### config.mk
export PLATFORM = sky130hd
export DESIGN_NAME = dsp_irq_vector
export DESIGN_NICKNAME = d
export VERILOG_FILES = /design/src/hw/irq_vec_pkg.sv /design/src/hw/irq_req_if.sv /design/src/hw/irq_flag_bank.sv /design/src/hw/irq_priority_pick.sv /design/src/hw/dsp_irq_vector.sv
export VERILOG_INCLUDE_DIRS = /design/src /design/src/hw
export SDC_FILE = /design/constraint.sdc
export NUM_CORES = 1
export LEC_CHECK = 0
export BUFFER_PORTS_ARGS = -buffer_cell sky130_fd_sc_hd__buf_2
export CORE_ASPECT_RATIO = 2
export CORE_MARGIN = 1
export CORE_UTILIZATION = 50
export CTS_CLUSTER_DIAMETER = 150
export DETAILED_ROUTE_END_ITERATION = 16
export MAX_ROUTING_LAYER = met4
export PLACE_DENSITY_LB_ADDON = 0.3
export SLEW_MARGIN = 25
export SYNTH_ARGS = -nofsm -noshare
export SYNTH_HDL_FRONTEND = slang
export SYNTH_HIERARCHICAL = 1
export SYNTH_SLANG_ARGS = --single-unit
export TNS_END_PERCENT = 1
### constraint.sdc
create_clock -name core_clk -period 5.8 [get_ports core_clk]
set_clock_uncertainty 0.15 [all_clocks]
set_input_delay 0.58 -clock core_clk [delete_from_list [all_inputs] [get_ports core_clk]]
set_output_delay 0.58 -clock core_clk [all_outputs]
set_load 0.01 [all_outputs]
### src/hw/irq_vec_params.svh
`ifndef IRQ_VEC_PARAMS_SVH
`define IRQ_VEC_PARAMS_SVH

// ----------------------------------------------------------------------
// Vector slots and priorities
// ----------------------------------------------------------------------
`define VEC_RESET 7'h00
`define VEC_NMI 7'h04
`define VEC_MASK_BASE 7'h40
`define VEC_TOP_FREE 7'h78
`define PRIO_NONE 5'h00
`define PRIO_RESET 5'h01
`define PRIO_NMI 5'h02
`define PRIO_MASK_BASE 5'h03
`define TRAP_FIRST 5'h11
`define TRAP_LAST 5'h1E
`define TRAP_BIAS 5'h0F

// ----------------------------------------------------------------------
// Flag and mask layout
// ----------------------------------------------------------------------
`define FLAG_EXT0 0
`define FLAG_EXT1 1
`define FLAG_EXT2 2
`define FLAG_TIMER0 3
`define FLAG_SER0_RX 4
`define FLAG_SER0_TX 5
`define FLAG_DMA0 6
`define FLAG_TIMER1_DMA1 7
`define FLAG_EXT3 8
`define FLAG_HOST 9
`define FLAG_SER1_RX_DMA2 10
`define FLAG_SER1_TX_DMA3 11
`define FLAG_DMA4 12
`define FLAG_DMA5 13
`define FLAG_USED 14
`define FLAG_RESET_VAL 16'h0000

// ----------------------------------------------------------------------
// Shared slot selection in the DMA priority/enable control word
// ----------------------------------------------------------------------
`define SEL_DMA1 0
`define SEL_DMA2 1
`define SEL_DMA3 2

`endif

### src/hw/irq_vec_pkg.sv
package irq_vec_pkg;

  typedef enum logic [1:0] {
    ST_IDLE = 2'b00,
    ST_REQ = 2'b01,
    ST_DONE = 2'b11
  } svc_state_t;

  typedef enum logic [1:0] {
    SRC_RESET = 2'h0,
    SRC_NMI = 2'h1,
    SRC_TRAP = 2'h2,
    SRC_MASK = 2'h3
  } svc_src_t;

endpackage : irq_vec_pkg

### src/hw/irq_req_if.sv
`timescale 1ns/10ps
`default_nettype none

interface irq_req_if;
  logic [15:0] flags;
  logic [13:0] pend;
  logic hit;
  logic [3:0] idx;

  modport bank(output flags);
  modport picker(input pend, output hit, idx);
  modport top(input flags, hit, idx, output pend);
endinterface : irq_req_if

`default_nettype wire

### src/hw/irq_flag_bank.sv
`timescale 1ns/10ps
`default_nettype none
`include "irq_vec_params.svh"

module irq_flag_bank (
  // Clock and reset
  input wire logic core_clk,
  input wire logic rst_n,
  // Set and clear strobes
  input wire logic [15:0] setVec,
  input wire logic [15:0] clrVec,
  // Flag word
  irq_req_if.bank fl
);
  import irq_vec_pkg::*;

  logic [15:0] flag_d;
  logic [15:0] flag_q;

  // ----------------------------------------------------------------------
  // One sticky flag per source; a set in the clearing cycle wins.
  // ----------------------------------------------------------------------
  genvar i;
  generate
    for (i = 0; i < 16; i++) begin : g_flag
      if (i < `FLAG_USED) begin : g_used
        always_comb begin
          flag_d[i] = setVec[i] | (flag_q[i] & ~clrVec[i]);
        end
      end else begin : g_rsvd
        always_comb begin
          flag_d[i] = 1'b0;
        end
      end
    end
  endgenerate

  always_ff @(posedge core_clk or negedge rst_n) begin
    if (!rst_n) begin
      flag_q <= `FLAG_RESET_VAL;
    end else begin
      flag_q <= flag_d;
    end
  end

  assign fl.flags = flag_q;
endmodule : irq_flag_bank

`default_nettype wire

### src/hw/irq_priority_pick.sv
`timescale 1ns/10ps
`default_nettype none
`include "irq_vec_params.svh"

module irq_priority_pick (
  // Clock and reset, for checking only
  input wire logic core_clk,
  input wire logic rst_n,
  // Pending word and choice
  irq_req_if.picker pk
);
  import irq_vec_pkg::*;

  // ----------------------------------------------------------------------
  // Lowest pending bit has the smallest priority number and wins.
  // ----------------------------------------------------------------------
  always_comb begin
    pk.hit = 1'b0;
    pk.idx = 4'h0;
    for (int b = `FLAG_USED - 1; b >= 0; b--) begin
      if (pk.pend[b]) begin
        pk.hit = 1'b1;
        pk.idx = 4'(b);
      end
    end
  end
endmodule : irq_priority_pick

`default_nettype wire

### src/hw/dsp_irq_vector.sv
`timescale 1ns/10ps
`default_nettype none
`include "irq_vec_params.svh"

// What this block does
// - Reset goes to slot 00 priority 1; nonmaskable goes to 04 priority 2.
// - External input 0 goes to slot 40, priority 3, top maskable.
// - External input 1 goes to slot 44, priority 4.
// - External input 2 goes to slot 48, priority 5.
// - External input 3 goes to slot 60, priority 11.
// - Fixed slots; timer 0 at 4C priority 6, host port at 64 priority 12.
// - Serial port 0 receive goes to slot 50, priority 7.
// - Serial port 0 transmit goes to slot 54, priority 8.
// - DMA channel 0 goes to slot 58, priority 9.
// - Slot 5C priority 10: timer 1, or DMA channel 1 when selected.
// - Slot 68 priority 13: serial 1 receive, or DMA channel 2 if selected.
// - Slot 6C priority 14: serial 1 transmit, or DMA channel 3 if selected.
// - DMA channel 4 goes to slot 70, priority 15.
// - DMA channel 5 goes to slot 74, priority 16, the lowest.
// - Flag and mask share layout: bits 0-6 as listed low sources.
// - Bits 7-13 hold the upper sources; bits 15-14 reserved, read zero.
module dsp_irq_vector (
  // Clock and reset
  input wire logic core_clk,
  input wire logic rst_n,
  // Reset and nonmaskable requests
  input wire logic reset_input_n,
  input wire logic softResetReq,
  input wire logic nmiN,
  // External interrupt pins
  input wire logic extIrq0N,
  input wire logic extIrq1N,
  input wire logic extIrq2N,
  input wire logic extIrq3N,
  // On-chip request pulses and the DMA shared-slot select word
  input wire logic timer0Irq,
  input wire logic timer1Irq,
  input wire logic serial0RxIrq,
  input wire logic serial0TxIrq,
  input wire logic serial1RxIrq,
  input wire logic serial1TxIrq,
  input wire logic hostPortIrq,
  input wire logic [5:0] dmaChIrq,
  input wire logic [15:0] dmaPriorityEnableCtl,
  // Core side
  input wire logic [15:0] irqMaskReg,
  input wire logic intEnable,
  input wire logic [15:0] irqFlagClr,
  input wire logic softTrapReq,
  input wire logic [4:0] softTrapNumber,
  input wire logic vecAck,
  // Vector request and status
  output logic [15:0] irqFlagReg,
  output logic vecValid,
  output logic [6:0] vecSlot,
  output logic [4:0] vecPrio,
  output logic trapRefused
);
  import irq_vec_pkg::*;

  irq_req_if fl ();

  svc_state_t state_d, state_q;
  svc_src_t src_d, src_q;
  logic valid_d, valid_q;
  logic [6:0] slot_d, slot_q;
  logic [4:0] prio_d, prio_q;
  logic [3:0] bit_d, bit_q;
  logic refused_d, refused_q;
  logic [3:0] extPrev_d, extPrev_q;
  logic nmiPrev_d, nmiPrev_q;
  logic resetPend_d, resetPend_q;
  logic nmiPend_d, nmiPend_q;
  logic [3:0] extNow;
  logic [3:0] extFall;
  logic nmiFall;
  logic [15:0] setVec;
  logic [15:0] clrVec;
  logic [15:0] ackClr;
  logic resetClr;
  logic nmiClr;
  logic flagClrAll;
  logic trapOk;
  logic trapTake;
  logic maskTake;

  // ----------------------------------------------------------------------
  // Source edges and the flag set word
  // ----------------------------------------------------------------------
  assign extNow = {extIrq3N, extIrq2N, extIrq1N, extIrq0N};
  assign extFall = extPrev_q & ~extNow;
  assign nmiFall = nmiPrev_q & ~nmiN;

  always_comb begin
    setVec = 16'h0000;
    setVec[`FLAG_EXT0] = extFall[0];
    setVec[`FLAG_EXT1] = extFall[1];
    setVec[`FLAG_EXT2] = extFall[2];
    setVec[`FLAG_TIMER0] = timer0Irq;
    setVec[`FLAG_SER0_RX] = serial0RxIrq;
    setVec[`FLAG_SER0_TX] = serial0TxIrq;
    setVec[`FLAG_DMA0] = dmaChIrq[0];
    setVec[`FLAG_TIMER1_DMA1] = dmaPriorityEnableCtl[`SEL_DMA1] ?
      dmaChIrq[1] : timer1Irq;
    setVec[`FLAG_EXT3] = extFall[3];
    setVec[`FLAG_HOST] = hostPortIrq;
    setVec[`FLAG_SER1_RX_DMA2] = dmaPriorityEnableCtl[`SEL_DMA2] ?
      dmaChIrq[2] : serial1RxIrq;
    setVec[`FLAG_SER1_TX_DMA3] = dmaPriorityEnableCtl[`SEL_DMA3] ?
      dmaChIrq[3] : serial1TxIrq;
    setVec[`FLAG_DMA4] = dmaChIrq[4];
    setVec[`FLAG_DMA5] = dmaChIrq[5];
  end

  assign clrVec = irqFlagClr | ackClr | {16{flagClrAll}};
  assign fl.pend = fl.flags[13:0] & irqMaskReg[13:0];

  irq_flag_bank u_bank (
    .core_clk(core_clk),
    .rst_n(rst_n),
    .setVec(setVec),
    .clrVec(clrVec),
    .fl(fl.bank)
  );

  irq_priority_pick u_pick (
    .core_clk(core_clk),
    .rst_n(rst_n),
    .pk(fl.picker)
  );

  // ----------------------------------------------------------------------
  // Reset and nonmaskable pending; a new request beats its clear.
  // ----------------------------------------------------------------------
  always_comb begin
    extPrev_d = extNow;
    nmiPrev_d = nmiN;
    resetPend_d = ~reset_input_n | softResetReq | (resetPend_q & ~resetClr);
    nmiPend_d = nmiFall | (nmiPend_q & ~nmiClr);
  end

  always_ff @(posedge core_clk or negedge rst_n) begin
    if (!rst_n) begin
      extPrev_q <= 4'hF;
      nmiPrev_q <= 1'b1;
      resetPend_q <= 1'b0;
      nmiPend_q <= 1'b0;
    end else begin
      extPrev_q <= extPrev_d;
      nmiPrev_q <= nmiPrev_d;
      resetPend_q <= resetPend_d;
      nmiPend_q <= nmiPend_d;
    end
  end

  // ----------------------------------------------------------------------
  // Service sequencer
  // ----------------------------------------------------------------------
  assign trapOk = softTrapReq && softTrapNumber >= `TRAP_FIRST &&
    softTrapNumber <= `TRAP_LAST;
  assign trapTake = trapOk && state_q == ST_IDLE && !resetPend_q &&
    !nmiPend_q;
  assign maskTake = state_q == ST_IDLE && !resetPend_q && !nmiPend_q &&
    !trapOk && intEnable && fl.hit;

  always_comb begin
    state_d = state_q;
    src_d = src_q;
    valid_d = valid_q;
    slot_d = slot_q;
    prio_d = prio_q;
    bit_d = bit_q;
    refused_d = softTrapReq && !trapTake;
    ackClr = 16'h0000;
    resetClr = 1'b0;
    nmiClr = 1'b0;
    flagClrAll = 1'b0;
    case (state_q)
      ST_IDLE: begin
        if (resetPend_q) begin
          src_d = SRC_RESET;
          slot_d = `VEC_RESET;
          prio_d = `PRIO_RESET;
          valid_d = 1'b1;
          state_d = ST_REQ;
        end else if (nmiPend_q) begin
          src_d = SRC_NMI;
          slot_d = `VEC_NMI;
          prio_d = `PRIO_NMI;
          valid_d = 1'b1;
          state_d = ST_REQ;
        end else if (trapTake) begin
          src_d = SRC_TRAP;
          slot_d = {softTrapNumber - `TRAP_BIAS, 2'b00};
          prio_d = `PRIO_NONE;
          valid_d = 1'b1;
          state_d = ST_REQ;
        end else if (maskTake) begin
          src_d = SRC_MASK;
          bit_d = fl.idx;
          slot_d = 7'(`VEC_MASK_BASE + {1'b0, fl.idx, 2'b00});
          prio_d = 5'(`PRIO_MASK_BASE + {1'b0, fl.idx});
          valid_d = 1'b1;
          state_d = ST_REQ;
        end
      end
      ST_REQ: begin
        if (vecAck) begin
          valid_d = 1'b0;
          state_d = ST_DONE;
          case (src_q)
            SRC_RESET: begin
              resetClr = 1'b1;
              flagClrAll = 1'b1;
            end
            SRC_NMI: nmiClr = 1'b1;
            SRC_MASK: ackClr[bit_q] = 1'b1;
            default: ackClr = 16'h0000;
          endcase
        end
      end
      ST_DONE: state_d = ST_IDLE;
      default: begin
        state_d = ST_IDLE;
        valid_d = 1'b0;
      end
    endcase
  end

  always_ff @(posedge core_clk or negedge rst_n) begin
    if (!rst_n) begin
      state_q <= ST_IDLE;
      src_q <= SRC_RESET;
      valid_q <= 1'b0;
      slot_q <= `VEC_RESET;
      prio_q <= `PRIO_NONE;
      bit_q <= 4'h0;
      refused_q <= 1'b0;
    end else begin
      state_q <= state_d;
      src_q <= src_d;
      valid_q <= valid_d;
      slot_q <= slot_d;
      prio_q <= prio_d;
      bit_q <= bit_d;
      refused_q <= refused_d;
    end
  end

  assign irqFlagReg = fl.flags;
  assign vecValid = valid_q;
  assign vecSlot = slot_q;
  assign vecPrio = prio_q;
  assign trapRefused = refused_q;
endmodule : dsp_irq_vector

`default_nettype wire

* After elaboration in Yosys (flattened, before gate mapping)
Index checks and enable logic that the tools add are counted.
** Cells by class
- Add/subtract/negate cells :: 3
- $lt $le $gt $ge :: 4
- Equality and inequality tests :: 6
- Multiplexer cells :: 66
- Bitwise logic cells :: 61
- Reduce and logical (&&, ||, !) cells :: 23
** Operator list (count)
- 4-bit two-way mux :: 14
- 14-bit two-way mux :: 3
- 1-bit two-way mux :: 29
- 7-bit two-way mux :: 4
- 14-bit bitwise OR :: 2
- 1-bit NOT :: 22
- 5-bit two-way mux :: 4
- 2-bit two-way mux :: 9
- 1-bit AND :: 17
- 1-bit bitwise OR :: 17
- 14-bit AND :: 1
- 1-bit logical AND :: 12
- 7-bit by 6-bit adder with 7-bit output (first input constant) :: 1
- 2-bit by 4-bit adder with 5-bit output (first input constant) :: 1
- 5-bit greater-or-equal comparator (second input constant) :: 1
- 5-bit less-or-equal comparator (second input constant) :: 1
- 4-bit by 5-bit less-than comparator with 1-bit output (second input constant) :: 1
- 5-bit inequality test (second input constant) :: 1
- 5-bit AND reduction :: 1
- 5-bit by 4-bit subtractor with 5-bit output (second input constant) :: 1
- 4-bit AND :: 1
- 1-bit demux with 4-bit select :: 1
- 2-bit by 1-bit equality test with 1-bit output (second input constant) :: 2
- 2-bit equality test (second input constant) :: 2
- other kinds (10) :: 15
** Storage, ports and cells
- Register bits after elaboration :: 43
- Input port bits :: 78

* Longest topological paths before layout
Gate-level depths: netlist of the first run.
- Depth in word-level cells :: 21
- Mapped depth :: 10
- Depth with buffers taken out :: 10

* Modules after synthesis
Netlist of the first run, hierarchy kept.
** Modules (own cells, without submodules)
- dsp_irq_vector :: instances 1, cells an instance 169, area an instance 1635.3 um^2, seq. area each 681.9 um^2
- irq_flag_bank :: instances 1, cells an instance 45, area an instance 526.8 um^2, seq. area each 350.3 um^2
- irq_priority_pick :: instances 1, cells an instance 26, area an instance 168.9 um^2, seq. area each 0.0 um^2

* Worst setup path before layout of the first run
Ideal clock, no wire load.
- Path type :: input to register
- Start point :: input irqMaskReg[10]
- End point :: register prio_q[4], in the netlist vecPrio[4]
- Library setup time :: 110 ps
- Data arrival time :: 2186 ps
- Required time :: 5540 ps
- Path slack :: 3353 ps
- Cell stages on the path :: 9
- Cell sequence :: and2_1 -> nor4_2 -> nor3b_2 -> nand3_1 -> a311o_2 -> o21ai_4 -> buf_6 -> nand2_1 -> o41ai_1
** Between the ends
- Elaborated cells on any way between the ends :: 31
- Classes of those cells :: add/sub (1); mux (26); bitwise (1); reduce/logical (3)
** RTL lines
- from (decl) :: RTL line dsp_irq_vector.sv:46 : input wire logic [15:0] irqMaskReg,
- 14-bit AND :: RTL line dsp_irq_vector.sv:116 : assign fl.pend = fl.flags[13:0] & irqMaskReg[13:0];
- 1-bit two-way mux (11 in a row) :: RTL line irq_priority_pick.sv:21 : if (pk.pend[b]) begin
- via fl.hit :: RTL line irq_req_if.sv:7 : logic hit;
- 1-bit logical AND :: RTL line dsp_irq_vector.sv:164 : !trapOk && intEnable && fl.hit;
- 4-bit nonzero test (no line)
- 2-bit AND reduction (no line)
- to (signal assigned) :: RTL line dsp_irq_vector.sv:236 : prio_q <= `PRIO_NONE;
- to (signal assigned) :: RTL line dsp_irq_vector.sv:244 : prio_q <= prio_d;
- to (decl) :: RTL line dsp_irq_vector.sv:67 : logic [4:0] prio_d, prio_q;
The timed path passes the listed nets, and every way through them passes these cells. The select of a mux whose other input is x is not followed.
A chain may end at the register's enable or synchronous reset.

* Final worst setup path of the first run
- Start point :: register u_bank.flag_q[9], in the netlist u_bank/fl.flags[9]
- End point :: register slot_q[3], in the netlist vecSlot[3]
** Between the ends
- Elaborated cells on any way between the ends :: 29
- Classes of those cells :: add/sub (1); mux (24); bitwise (1); reduce/logical (3)
** RTL lines
- from (decl) :: RTL line irq_flag_bank.sv:18 : logic [15:0] flag_q;
- from (signal assigned) :: RTL line irq_flag_bank.sv:40 : flag_q <= `FLAG_RESET_VAL;
- from (signal assigned) :: RTL line irq_flag_bank.sv:42 : flag_q <= flag_d;
- 14-bit AND :: RTL line dsp_irq_vector.sv:116
- via fl.pend[9] :: RTL line irq_req_if.sv:6 : logic [13:0] pend;
- 1-bit two-way mux (10 in a row) :: RTL line irq_priority_pick.sv:21
- via fl.hit :: RTL line irq_req_if.sv:7
- 1-bit logical AND :: RTL line dsp_irq_vector.sv:164
- 4-bit nonzero test (no line)
- 2-bit AND reduction (no line)
- to (signal assigned) :: RTL line dsp_irq_vector.sv:235 : slot_q <= `VEC_RESET;
- to (signal assigned) :: RTL line dsp_irq_vector.sv:243 : slot_q <= slot_d;
- to (decl) :: RTL line dsp_irq_vector.sv:66 : logic [6:0] slot_d, slot_q;
The timed path passes the listed nets, and every way through them passes these cells. The select of a mux whose other input is x is not followed.

==> key figures, run 1 <==
Run status
  • Status: complete, no violations

Clock network
  • Root Buffer Master: clkbuf_8
  • Worst-Skew Late Latency: 0.30 ns
  • TritonCTS Buffers: 5
  • # Post-CTS Setup Buffers: 0
  • H-tree depth: 2
  • CTS tree: built
  • Clock tree buffer depth: 2
  • PostCTS Resize Cnt: 0
  • TritonCTS Sinks: 41
  • Clock slew at reported path FFs: 0.08 ns
  • CTS Hold Bufs: 0

Cells and area
  • Share of cells above drive strength 1: 36.5%
  • ANT cells: 0
  • Non-Filler Instances: 383
  • Fin nets: 410
  • Synthesis-to-layout area growth: 24.2%
  • Most common cell after layout, fill and taps aside: buf_2
  • Most frequent cells in the layout: buf_2, dfrtp_1, inv_1, nand2_1, o21ai_0

Worst setup path
  • CP startpoint: u_bank/fl.flags[9]$_DFF_PN0_
  • Crit path to: vecSlot[3]$_DFFE_PN0P_
  • Worst path cell trace: and2_1 > nor4_2 > nor3b_2 > nand3_1 > a311o_2 > o21ai_4 > or3_2 > o21ai_0
  • Crit. End Element: flop
  • Slowest cell delay on critical path: 0.44 ns
  • CP Buf/Inv Count: 0
  • Crit path arrival time: 2.77 ns
  • CP required: 5.83 ns
  • Critical path peak fanout: 17
  • Top delay family on crit path: simple AND/OR/NAND/NOR gates
  • Worst reg2reg path depth: 8
  • Setup CP Type: flop to flop
  • Reg-to-reg startpoint: u_bank/fl.flags[9]$_DFF_PN0_
  • Cell count along the critical path: 8
  • R2r endpoint: vecSlot[3]$_DFFE_PN0P_
  • Startpoint Class: flop
  • R2R Setup Slk: 3.06 ns
  • CP max-delay cell: a311o_2

STA
  • Setup violations, final: 0
  • Max_slew headroom: 64.9%
  • Crit path time final: 2.74 ns
  • Final Hold Viols: 0
  • TNS Setup: 0 ns
  • Worst Max-Slew Pin Slew: 0.526 ns
  • Fin. max-slew vios: 0
  • Final period util: 47.2%
  • RSZ-0062 raised after global routing: no
  • Max Fclk: 365 MHz

Placed design
  • Post-DP HPWL: 4.56 mm
  • Routability cong.: 0.817
  • Placed Cells: 375
  • Port bufs: 86

Route
  • Number of iterations in the first detailed-routing pass: 4
  • Vias per cell: 5.45
  • DRT antenna net count: 0
  • Initial drt markers: 70
  • Post-DR wirelength/cell: 14.9 um
  • DRC: 0
  • Overall via count from detail_route: 2086
  • Final wirelength: 5.70 mm

Die
  • Die X: 50.1 um
  • Die Y: 98.2 um
  • Initial Util: 52.8%
  • Die area: 4920 um2
  • Core box area: 4380 um2
  • Standard-cell rows: 34
  • Io pins: 108

Power and ir drop
  • Sw Share: 35.2%
  • Clock share of power: 23.7%
  • Total net switching power: 0.000283 W
  • Internal: 0.000523 W
  • Seq pwr share: 44.6%
  • Pwr Density: 281 nW/um2
  • Pleak: 1.50 nW
  • VDD IR max: 193 uV
  • Comb pwr share: 31.6%

Synthesis
  • Mapped cell area: 2310 um2
  • Syn. warnings: 6
  • Mapped Avg Cell Area: 9.72 um2
  • Cell count after synthesis: 238

GRT
  • First-pass GRT wire length: 9.00 mm
  • Vias in the first global route: 2010
  • Congestion Overflow GR: 0
  • Initial antenna violation count: 0
  • GRT Util Overall: 25.4%
  • Largest net degree at the start of global routing: 42

Min path
  • Hold WC Path Type: input port to asynchronous set/reset pin

Job
  • Reported max-cap violation count: 0
metrics by stage:
| step | hold slack (ns) | setup WS, ns | cell area [um2] | total power [W] | util (%) |
|---|---|---|---|---|---|
| 2_1_floorplan | 0.134 | 3.35 | 2320 | 0.000532 | - |
| 3_3_place_gp | 0.309 | 2.84 | 2780 | 0.000614 | 63.4 |
| 3_5_place_dp | 0.315 | 2.84 | 2780 | 0.000620 | 63.4 |
| 4_1_cts | 0.224 | 3.06 | 2870 | 0.000813 | 65.5 |
| 5_1_grt | 0.138 | 2.91 | 2870 | 0.000855 | 65.6 |
| 6_report | 0.0985 | 3.06 | 2870 | 0.000806 | 65.6 |
final cells by class:
class | instances | area, um2
tap | 54 | 67.6
sequential | 41 | 1030
inverter | 28 | 105
multi-input combinational | 165 | 1140
clock inverter | 3 | 21.3
timing repair buffer | 87 | 440
fill | 383 | 1510
clock buffer | 5 | 68.8
power groups by stage:
stage	logic (W)	registers, W	clock network (W)
6_report	0.000255	0.000360	0.000191
5_1_grt	0.000283	0.000366	0.000207
4_1_cts	0.000257	0.000360	0.000196
3_5_place_dp	0.000255	0.000366	0
3_3_place_gp	0.000250	0.000364	0
2_1_floorplan	0.000161	0.000370	0
how the worst min path moves through the flow:
stage                           startpoint  slack [ns]                      endpoint
global route                         rst_n        0.14         resetPend_q$_DFF_PN0_
global placement    vecPrio[1]$_DFFE_PN0P_        0.31        vecPrio[1]$_DFFE_PN0P_
finish                               rst_n         0.1  u_bank/fl.flags[8]$_DFF_PN0_
floorplan                            rst_n        0.13          bit_q[0]$_DFFE_PN0P_
CTS                                   nmiN        0.22           nmiPrev_q$_DFF_PN1_
detailed placement  vecSlot[6]$_DFFE_PN0P_        0.32        vecSlot[6]$_DFFE_PN0P_
sequential cells by signal, indices dropped and copies added, names as in the netlist:
| register | flops |
|---|---|
| bit_q | 4 |
| state_q | 2 |
| u_bank/fl.flags | 14 |
| nmiPrev_q | 1 |
| src_q | 2 |
| vecValid | 1 |
| resetPend_q | 1 |
| trapRefused | 1 |
| extPrev_q | 4 |
| vecSlot | 5 |
| nmiPend_q | 1 |
| vecPrio | 5 |
metal layers:
metal | vias to the layer above | track usage [%] | routed length (um) | share of wire [%]
li1 | 1000 | - | - | -
met1 | 1000 | 24.4 | 1970 | 35
met2 | 68 | 45.4 | 3250 | 57
met3 | 18 | 3.74 | 231 | 4.1
met4 | 0 | 14.9 | 253 | 4.4
met5 | - | - | 0 | 0
(Power assumes the default switching activity.)
==> run 2: changes to the inputs <==
Settings changed: ABC_AREA from default to 1, CORE_UTILIZATION 50 to 48.
Clock period 5.8 ns to 2.85 ns, I/O delays scaled along.
==> run 2 against run 1 <==
Against the previous run: sequential cell count stayed put; sequential power rose by 100%; fmax up 14%; sequential share of layout area is 3.4 points lower; first-iteration DRC count down 37%; count of clock-buffer cells in the layout is 1 higher; combinational power increased by 130%; via count rose by 19%; highest routed layer unchanged; area after synthesis is 11% higher; non-clock buffer count rose by 5.
==> key figures, run 2 <==
STA
  • Max Fclk: 417 MHz
  • Final period util: 84.1%
  • Final Hold Viols: 0
  • Fin. max-slew vios: 0
  • Crit path time final: 2.40 ns
  • Setup violations, final: 0
  • RSZ-0062 raised after global routing: no
  • Max_slew headroom: 59.5%
  • TNS Setup: 0 ns
  • Worst Max-Slew Pin Slew: 0.604 ns

Route
  • Met3 wire length: 301 um
  • Metal1 wirelength: 2.22 mm
  • Uppermost layer routed: met4
  • Overall via count from detail_route: 2492
  • Post-DR wirelength/cell: 12.1 um
  • Initial drt markers: 44
  • WL met2: 3.51 mm
  • Final wirelength: 6.25 mm
  • Vias per cell: 4.82
  • Number of iterations in the first detailed-routing pass: 7
  • DRC: 0
  • DRT antenna net count: 0

GRT
  • GRT Util Overall: 24.5%
  • Congestion Overflow GR: 0
  • Initial antenna violation count: 0
  • First-pass GRT wire length: 9.96 mm
  • Largest net degree at the start of global routing: 42
  • Vias in the first global route: 2461

Power and ir drop
  • Pwr Density: 537 nW/um2
  • Comb pwr share: 34.2%
  • Sw Share: 37.9%
  • Total power: 0.00170 W
  • Total net switching power: 0.000645 W
  • Internal: 0.00106 W
  • Pleak: 1.93 nW
  • VDD IR max: 325 uV
  • Clock share of power: 22.6%
  • Seq pwr share: 43.2%

Clock network
  • Worst-Skew Late Latency: 0.30 ns
  • TritonCTS Buffers: 5
  • H-tree depth: 2
  • Root Buffer Master: clkbuf_8
  • CTS tree: built
  • TritonCTS Sinks: 41
  • Clock tree buffer depth: 2
  • Clock slew at reported path FFs: 0.09 ns

Synthesis
  • Mapped cell area: 2570 um2
  • Mapped Avg Cell Area: 7.06 um2
  • Syn. warnings: 6
  • Cell count after synthesis: 364

Cells and area
  • Multi-input logic area: 1170 um2
  • Fin nets: 540
  • Most common cell after layout, fill and taps aside: nand2_1
  • Area taken by flip-flops and latches: 1030 um2
  • ANT cells: 0
  • Share of cells above drive strength 1: 27.2%
  • Most frequent cells in the layout: nand2_1, buf_2, inv_1, dfrtp_1, nor2_1
  • Final Util: 61.7%
  • FILL cells: 528
  • Finished Cell Area: 3170 um2
  • Synthesis-to-layout area growth: 23.4%
  • Max FFs per register: 14

Worst setup path
  • CP Buf/Inv Count: 3
  • Worst path cell trace: nand2_1 > inv_1 > inv_1 > nand2_1 > nand2_1 > nand2_1 > nand2_1 > nand2_1 > nand2_1 > nand2_1 > nand2_1 > nand2_1 > nand2_1 > nand2_1 > a21oi_2 > inv_1 > ha_1 > nor3_1 > nand3_1 > o21ai_0
  • Startpoint Class: flop
  • Most frequent CP cell: nand2_1
  • Crit path arrival time: 2.45 ns
  • R2R Setup Slk: 0.45 ns
  • Crit. End Element: flop
  • CP required: 2.90 ns
  • Top delay family on crit path: simple AND/OR/NAND/NOR gates
  • Setup CP Type: flop to flop
  • Critical path peak fanout: 3
  • CP max-delay cell: dfrtp_1
  • Slowest cell delay on critical path: 0.40 ns

Run status
  • Status: complete, no violations

Die
  • Die X: 53.7 um
  • Io pins: 108
  • Core box area: 5140 um2
  • Die Y: 105 um
  • Initial Util: 50.0%
  • Die area: 5670 um2
  • Standard-cell rows: 37

Placed design
  • Cell Area, Placed: 3020 um2
  • Post-DP HPWL: 4.93 mm
  • Routability cong.: 0.884
  • Port bufs: 86

Job
  • Reported max-cap violation count: 0

Min path
  • Hold WC Path Type: input port to flop
## run 2: layout make-up
type | count | share of cell area [%]
clock buffers | 6 | 2.29
flip-flops and latches | 41 | 32.6
multi-input cells | 234 | 36.9
clock inverters | 2 | 0.474
repair buffers | 92 | 15.6
well taps | 58 | 2.29
inverters | 84 | 9.95
## run 2: metal layers
layer	vias up	global-route usage, %
met5	-	-
met4	0	11.5
met1	1126	21.9
li1	1268	-
met2	81	45.9
met3	17	3.61
## run 2: worst register-to-register path, delay by kind of cell (launching register included)
family	cells	cell delay (ns)
AO/OA/AOI/OAI	2	0.36
adder cells (fa/ha/maj)	1	0.24
buffers and inverters	3	0.19
flip-flops	1	0.40
AND/OR/NAND/NOR	14	0.97
## run 2: path summary, 6_finish.rpt
| path | depth (start not counted) | from | end |
|---|---|---|---|
| worst max-delay path | 20 | u_bank/fl.flags[12]$_DFF_PN0_ | vecPrio[4]$_DFFE_PN0P_ |
| worst min-delay path | 3 | dmaChIrq[5] | u_bank/fl.flags[13]$_DFF_PN0_ |
| worst max register to register | 20 | u_bank/fl.flags[12]$_DFF_PN0_ | vecPrio[4]$_DFFE_PN0P_ |
| worst min register to register | 2 | vecPrio[2]$_DFFE_PN0P_ | vecPrio[2]$_DFFE_PN0P_ |
| max in group asynchronous | 2 | rst_n | extPrev_q[3]$_DFF_PN1_ |
| min in group asynchronous | 2 | rst_n | vecValid$_DFFE_PN0P_ |
## run 2: repair_timing
| item | CTS | global route |
|---|---|---|
| endpoints found under the hold margin | 6 | 0 |
| resized for setup | 0 | 0 |
| hold buffers | 6 | 0 |
| setup buffers | 0 | 0 |
## run 2: power by group through the flow
stage,clock (W),sequential (W),combinational [W]
floorplan,0,0.000761,0.000383
global placement,0,0.000741,0.000572
detailed placement,0,0.000745,0.000578
CTS,0.000396,0.000733,0.000588
global route,0.000412,0.000746,0.000666
finish,0.000384,0.000735,0.000581
## run 2: metrics by stage
stage               std cells  setup WS [ns]  hold slack [ns]
floorplan                 366          0.811           -0.161
global placement          503          0.515            0.250
detailed placement        503          0.471            0.252
CTS                       517          0.437           0.0141
global route              517          0.157           0.0199
finish                    517          0.454           0.0158
